**config.mk**
```make
export PLATFORM = sky130hd
export DESIGN_NAME = alu_selftest_input_injector
export DESIGN_NICKNAME = d
export VERILOG_FILES = /design/src/alu_selftest_pkg.sv /design/src/alu_selftest_input_injector.sv
export VERILOG_INCLUDE_DIRS = /design/src
export SDC_FILE = /design/constraint.sdc
export NUM_CORES = 1
export LEC_CHECK = 0
export BUFFER_PORTS_ARGS = -buffer_cell sky130_fd_sc_hd__clkbuf_2
export CORE_MARGIN = 5
export CORE_UTILIZATION = 51
export CTS_BUF_LIST = sky130_fd_sc_hd__clkbuf_8 sky130_fd_sc_hd__clkbuf_16
export CTS_CLUSTER_SIZE = 40
export DETAILED_ROUTE_END_ITERATION = 6
export PLACE_DENSITY = 0.8
export SLEW_MARGIN = 20
export SYNTH_ARGS = -nofsm -noshare
export SYNTH_HDL_FRONTEND = slang
export SYNTH_SLANG_ARGS = --single-unit
```
**constraint.sdc**
```tcl
create_clock -name clk -period 2 [get_ports clk]
set_clock_uncertainty 0.1 [all_clocks]
set_input_delay 0.4 -clock clk [delete_from_list [all_inputs] [get_ports clk]]
set_output_delay 0.4 -clock clk [all_outputs]
set_load 0.02 [all_outputs]
```
**src/alu_selftest_consts.svh**
```systemverilog
// Constants for the ALU self-test input injector: register map, field layout, reset values.
// Assumes a 32-bit Avalon-MM slave port with byte addresses.
`ifndef ALU_SELFTEST_CONSTS_SVH
`define ALU_SELFTEST_CONSTS_SVH

// ---------------------------------------------------------------
// Bus geometry
// ---------------------------------------------------------------
`define BUS_DATA_W       32
`define BUS_ADDR_W       10
`define BUS_BE_W         4
`define WORD_PAD         2'b00

// ---------------------------------------------------------------
// Register indices (byte address is four times the index)
// ---------------------------------------------------------------
`define IDX_ODD_FIRST    8'h67
`define IDX_ODD_SECOND   8'h68
`define IDX_EVEN_FIRST   8'h69
`define IDX_EVEN_SECOND  8'h6A
`define NUM_ARGS         4

// ---------------------------------------------------------------
// Field layout and reset values
// ---------------------------------------------------------------
`define ARG_W            12
`define ARG_LO_MSB       7
`define ARG_HI_LSB       8
`define ARG_MSB          11
`define EN_BIT           15
`define ARG_RST          12'h000
`define EN_RST           1'h0
`define RD_ZERO          32'h0000_0000
`define BE_LO            0
`define BE_HI            1

// ---------------------------------------------------------------
// Argument slots in the storage array
// ---------------------------------------------------------------
`define SLOT_ODD_FIRST   2'h0
`define SLOT_ODD_SECOND  2'h1
`define SLOT_EVEN_FIRST  2'h2
`define SLOT_EVEN_SECOND 2'h3

`endif

```
**src/alu_selftest_pkg.sv**
```systemverilog
// Types for the ALU self-test input injector.
// Assumes alu_selftest_consts.svh is on the include path.
`include "alu_selftest_consts.svh"

package alu_selftest_pkg;

  // One converter result offered to the ALU, with its place in the sample sequence
  typedef struct packed {
    logic               valid;
    logic               odd_sample;
    logic               second_conv;
    logic [`ARG_W-1:0]  data;
  } conv_in_t;

  // Operand handed to the ALU and whether calibration must be bypassed
  typedef struct packed {
    logic               valid;
    logic               cal_bypass;
    logic [`ARG_W-1:0]  data;
  } alu_in_t;

  // Scan context that decides whether injection is allowed
  typedef struct packed {
    logic               oversampling;
    logic               on_demand_cal;
    logic               auto_balancing;
  } scan_ctx_t;

endpackage : alu_selftest_pkg

```
**src/alu_selftest_input_injector.sv**
```systemverilog
// ALU self-test input injector: argument registers on Avalon-MM and the operand select.
// Assumes one clock, synchronous converter inputs, and a master that holds its request
// until it sees waitrequest low.
`timescale 1ns/1ps
`default_nettype none
`include "alu_selftest_consts.svh"

// Function
// - Self-test on: odd sample second conversion takes the odd second argument.
// - Self-test and oversampling: even sample first conversion takes even first argument.
// - Self-test and oversampling: even sample second conversion takes even second argument.
// - Stored arguments reach the ALU only while self-test is enabled.
// - Each argument is a 12-bit read/write field, zero after reset.
// - Enable sits at bit 15 of the odd first register; ALU takes register data.
// - Injected operands bypass calibration: unity gain, zero offset.
// - Enable ignored for on-demand calibration scans and automated balancing scans.
// - Self-test on: odd sample first conversion takes the odd first argument.
module alu_selftest_input_injector
  import alu_selftest_pkg::*;
(
  // Clock and reset
  input  wire logic                    clk,
  input  wire logic                    nrst,
  // Avalon-MM slave
  input  wire logic [`BUS_ADDR_W-1:0]  address,
  input  wire logic                    read,
  input  wire logic                    write,
  input  wire logic [`BUS_DATA_W-1:0]  writedata,
  input  wire logic [`BUS_BE_W-1:0]    byteenable,
  output logic      [`BUS_DATA_W-1:0]  readdata,
  output logic                         waitrequest,
  // Converter side
  input  wire conv_in_t                conv_in,
  input  wire scan_ctx_t               scan_ctx,
  // ALU side
  output alu_in_t                      alu_in,
  output logic                         alu_selftest_mode
);

  // ---------------------------------------------------------------
  // Register storage and address decode
  // ---------------------------------------------------------------
  logic [`ARG_W-1:0]        arg_q [`NUM_ARGS];
  logic                     alu_selftest_enable_q;
  logic [`BUS_DATA_W-1:0]   readdata_q;
  logic                     waitrequest_q;
  logic [`NUM_ARGS-1:0]     hit;
  logic [`BUS_DATA_W-1:0]   rd_part [`NUM_ARGS];
  logic [7:0]               idx [`NUM_ARGS];
  wire  logic               commit_wr = write & ~waitrequest_q;
  wire  logic               take_req  = (read | write) & waitrequest_q;

  assign idx[`SLOT_ODD_FIRST]   = `IDX_ODD_FIRST;
  assign idx[`SLOT_ODD_SECOND]  = `IDX_ODD_SECOND;
  assign idx[`SLOT_EVEN_FIRST]  = `IDX_EVEN_FIRST;
  assign idx[`SLOT_EVEN_SECOND] = `IDX_EVEN_SECOND;

  genvar gi;
  generate
    for (gi = 0; gi < `NUM_ARGS; gi++) begin : g_arg
      logic [`ARG_W-1:0] arg_d;
      assign hit[gi] = (address == {idx[gi], `WORD_PAD});
      // Byte lanes above the field are dropped
      assign arg_d = {byteenable[`BE_HI] ? writedata[`ARG_MSB:`ARG_HI_LSB]
                                         : arg_q[gi][`ARG_MSB:`ARG_HI_LSB],
                      byteenable[`BE_LO] ? writedata[`ARG_LO_MSB:0]
                                         : arg_q[gi][`ARG_LO_MSB:0]};
      assign rd_part[gi] = hit[gi] ? {{(`BUS_DATA_W-`ARG_W){1'b0}}, arg_q[gi]}
                                   : `RD_ZERO;

      always_ff @(posedge clk or negedge nrst) begin
        if (!nrst) begin
          arg_q[gi] <= `ARG_RST;
        end else if (commit_wr && hit[gi]) begin
          arg_q[gi] <= arg_d;
        end
      end
    end
  endgenerate

  wire logic en_wr = commit_wr & hit[`SLOT_ODD_FIRST] & byteenable[`BE_HI];

  wire logic [`BUS_DATA_W-1:0] en_word =
    hit[`SLOT_ODD_FIRST] ? (`BUS_DATA_W'(alu_selftest_enable_q) << `EN_BIT) : `RD_ZERO;

  wire logic [`BUS_DATA_W-1:0] rd_word = rd_part[0] | rd_part[1] | rd_part[2]
                                       | rd_part[3] | en_word;

  always_ff @(posedge clk or negedge nrst) begin
    if (!nrst) begin
      alu_selftest_enable_q <= `EN_RST;
    end else if (en_wr) begin
      alu_selftest_enable_q <= writedata[`EN_BIT];
    end
  end

  // ---------------------------------------------------------------
  // Bus handshake: one wait cycle, then a single-cycle answer
  // ---------------------------------------------------------------
  always_ff @(posedge clk or negedge nrst) begin
    if (!nrst) begin
      waitrequest_q <= 1'b1;
      readdata_q    <= `RD_ZERO;
    end else begin
      waitrequest_q <= ~take_req;
      if (take_req && read) begin
        readdata_q <= rd_word;
      end
    end
  end

  assign readdata    = readdata_q;
  assign waitrequest = waitrequest_q;

  // ---------------------------------------------------------------
  // Operand select toward the ALU
  // ---------------------------------------------------------------
  alu_in_t alu_d;
  alu_in_t alu_q;
  logic    mode_q;

  wire logic inject_ok = alu_selftest_enable_q & ~scan_ctx.on_demand_cal
                       & ~scan_ctx.auto_balancing;
  wire logic inject_even = inject_ok & scan_ctx.oversampling & ~conv_in.odd_sample;
  wire logic inject_odd  = inject_ok & conv_in.odd_sample;
  wire logic inject      = inject_odd | inject_even;

  wire logic [1:0] slot = conv_in.odd_sample
    ? (conv_in.second_conv ? `SLOT_ODD_SECOND : `SLOT_ODD_FIRST)
    : (conv_in.second_conv ? `SLOT_EVEN_SECOND : `SLOT_EVEN_FIRST);

  assign alu_d.valid      = conv_in.valid;
  assign alu_d.cal_bypass = inject;
  assign alu_d.data       = inject ? arg_q[slot] : conv_in.data;

  always_ff @(posedge clk or negedge nrst) begin
    if (!nrst) begin
      alu_q  <= '0;
      mode_q <= 1'b0;
    end else begin
      alu_q  <= alu_d;
      mode_q <= inject_ok;
    end
  end

  assign alu_in            = alu_q;
  assign alu_selftest_mode = mode_q;

endmodule : alu_selftest_input_injector
`default_nettype wire

```
==> impl_results.md <==
* Status: complete, no violations
* Die width at 96.0 microns
* DRT Pass-1 Iters at 4
* Setup violations, final at 0
* RSZ-0062 raised after global routing: no
* Int Power at 2.15 mW
* # DRC at 0
* Largest fanout on the critical path at 8
* Worst Path Required at 2.12 ns
* Setup slack after layout at 0.213 ns
* PD cells at 636 nW/um^2
* Cts bufs inserted at 9
* Worst Reg-to-Reg Cells at 4
* Post-CTS setup buffers at 0
* Layout area overhead at 19.1%
* Max VDD drop at 0.000261 V
* Vias in the first global route at 2733
* Antenna violations before repair at 0
* Routed WL per cell at 19.0 microns
* Worst hold slack at 0.0594 ns
* Sw frac at 24.5%
* Clock network fraction of total power at 34.3%
* Routed via count at 2551
* Area of the die at 9210 sq um
* Fin crit period at 1.79 ns
* Crit Path Category: in -> reg
* Die height at 96.0 microns
* Post-Syn Instances at 263
* Most common cell after layout, fill and taps aside: dfrtp_1
* CTS sink count at 78
* Via-to-Cell Ratio at 5.52
* 1st-iter DRT viols at 110
* Core area at 7210 sq um
* Synthesized flop and latch total at 78
* Clock-pin slew on the worst setup and hold paths at 0.07 ns
* Post-DRT Antenna Nets at 0
* Clock root cell: clkbuf_8
* Yosys top cell by area: dfrtp_1
* Leakage power at 2.25 nW
* I/O pin total at 116
* Max_cap viols at 0
* Flop pwr share at 56.3%
* Antenna Cells at 0
* Top-area cell type share of the netlist area at 51.1%
* Commonest non-fill, non-tap cells in the layout: 77 x dfrtp_1, 74 x clkbuf_2, 53 x mux2_2
* Nets at 428
* Psw at 0.700 mW
* Worst skew pair latency at 0.34 ns
* Pins Over Slew Limit at 0
* Combinational share of power at 9.4%
* Port bufs at 75
* Yosys warns at 0
* Final hold vios at 0
* Final Instance Area at 4490 sq um
* F_max at 0.560 GHz
* Grt ovf at 0
* Post-synthesis cell area at 3770 sq um
* Pre-CTS WS at -0.142 ns
* Routed WL at 8780 microns
* Pin count of the biggest net entering global routing at 50
* DP HPWL at 6460 microns
* Dpl cell area at 4320 sq um
* Layout cell share with drive strength beyond 1 at 53.2%
* CTS tree: built
* GPL Wtd Cong at 0.781
* Hold Crit Class: in -> reg
* Post-synthesis cell type count at 32
* Worst Path Arrival at 1.91 ns
* Tcrit/Tclk final at 89.4%
* First-pass GRT wire length at 13800 microns
* WHS Path Cells at 1
* Critical Path Start Type: input port
* Syn_area_per_cell at 14.3 sq um
* H-tree depth at 3
* Worst setup EP type: flip-flop
* Largest cells by area after synthesis: dfrtp_1 51%, mux2_2 16%, mux4_2 7.2%, buf_4 4.2%, mux2i_1 3.2%
* Starting density of the core at 52.3%
* Clock buffer depth at 2
* # resized after CTS at 0
* All-Layer GR Usage at 20.5%
* Total Power at 2.85 mW
* Sequential element share of the synthesized area at 51.8%
* FP Rows at 31
[per-stage QoR]
step / TNS, ns / utilization [%] / instances
2_1_floorplan: 0 / - / 281
3_3_place_gp: -3.06 / 59.9 / 447
3_5_place_dp: -4.20 / 59.9 / 447
4_1_cts: 0 / 62.2 / 462
5_1_grt: 0 / 62.2 / 462
6_report: 0 / 62.2 / 462
[final cells by class]
class	instances	area, sq um
clock buffers	10	138
clock inverters	4	17.5
fillers	569	2730
multi-input cells	168	1640
flip-flops and latches	78	1950
well taps	99	124
repair buffers	103	616
[worst max-delay path, cell delays in order]
cell and delay, ns:
clkbuf_2 0.11, nor4b_4 0.28, and3b_1 0.36, and3_1 0.24, buf_4 0.16, mux2_2 0.35
[path summary, 6_finish.rpt]
kind	startpoint	end	slack (ns)
min reg2reg	readdata[15]	readdata[15]	0.38
max reg2reg	waitrequest	arg_q[14]	0.26
max	address[9]	arg_q[14]	0.21
min	conv_in[14]	alu_in[13]	0.06
min in group asynchronous	nrst	arg_q[0]	0.44
max in group asynchronous	nrst	arg_q[5]	0.78
[cells in the mapped netlist]
master / instances
clkbuf_1: 4
nand3b_1: 1
buf_4: 21
conb_1: 1
and4_1: 1
mux2_4: 8
nand3_1: 3
nor4b_4: 1
mux2i_1: 12
nand2_1: 14
nand4b_1: 1
mux2_2: 53
dfrtp_1: 77
and3b_1: 2
and4_4: 1
nor2_1: 2
o21a_1: 1
buf_6: 1
and3_1: 4
nor3b_1: 1
o221ai_1: 11
nand4_1: 1
nand4_4: 1
buf_12: 1
buf_2: 8
nor3b_2: 1
and4bb_4: 1
mux4_2: 12
dfstp_2: 1
a22oi_1: 12
nor2b_1: 1
o21ai_0: 4
[state kept, by name (all words and copies together) (netlist names)]
| name | cells |
|---|---|
| alu_selftest_enable_q | 1 |
| arg_q | 48 |
| alu_selftest_mode | 1 |
| readdata | 13 |
| waitrequest | 1 |
| alu_in | 14 |
[logic make-up after synthesis]
group	after synthesis	share of synthesized area [%]
multiplexers	85	29.4
buffers and inverters	35	6.47
AO/OA/AOI/OAI	28	5.68
flip-flops	78	51.8
other	1	0.0995
AND/OR/NAND/NOR	36	6.57
[repair_timing]
item,CTS,global route
endpoints found under the setup margin,0,0
hold endpoints to repair,28,0
hold buffers,1,0
[power groups by stage]
stage          logic, mW  registers, mW  clock network (mW)
6_report           0.267           1.61               0.980
5_1_grt            0.291           1.61                1.06
4_1_cts            0.270           1.61               0.997
3_5_place_dp       0.268           1.64                   0
3_3_place_gp       0.263           1.64                   0
2_1_floorplan      0.126           1.66                   0
[per-layer routing]
layer,GRT usage (%),part of all wire (%),up-vias
li1,-,-,1142
met1,26.3,42,1287
met3,3.75,6.3,20
met4,11.5,3.0,0
met5,0,0,-
met2,32.7,49,102
Power figures use the tool's default switching activity.
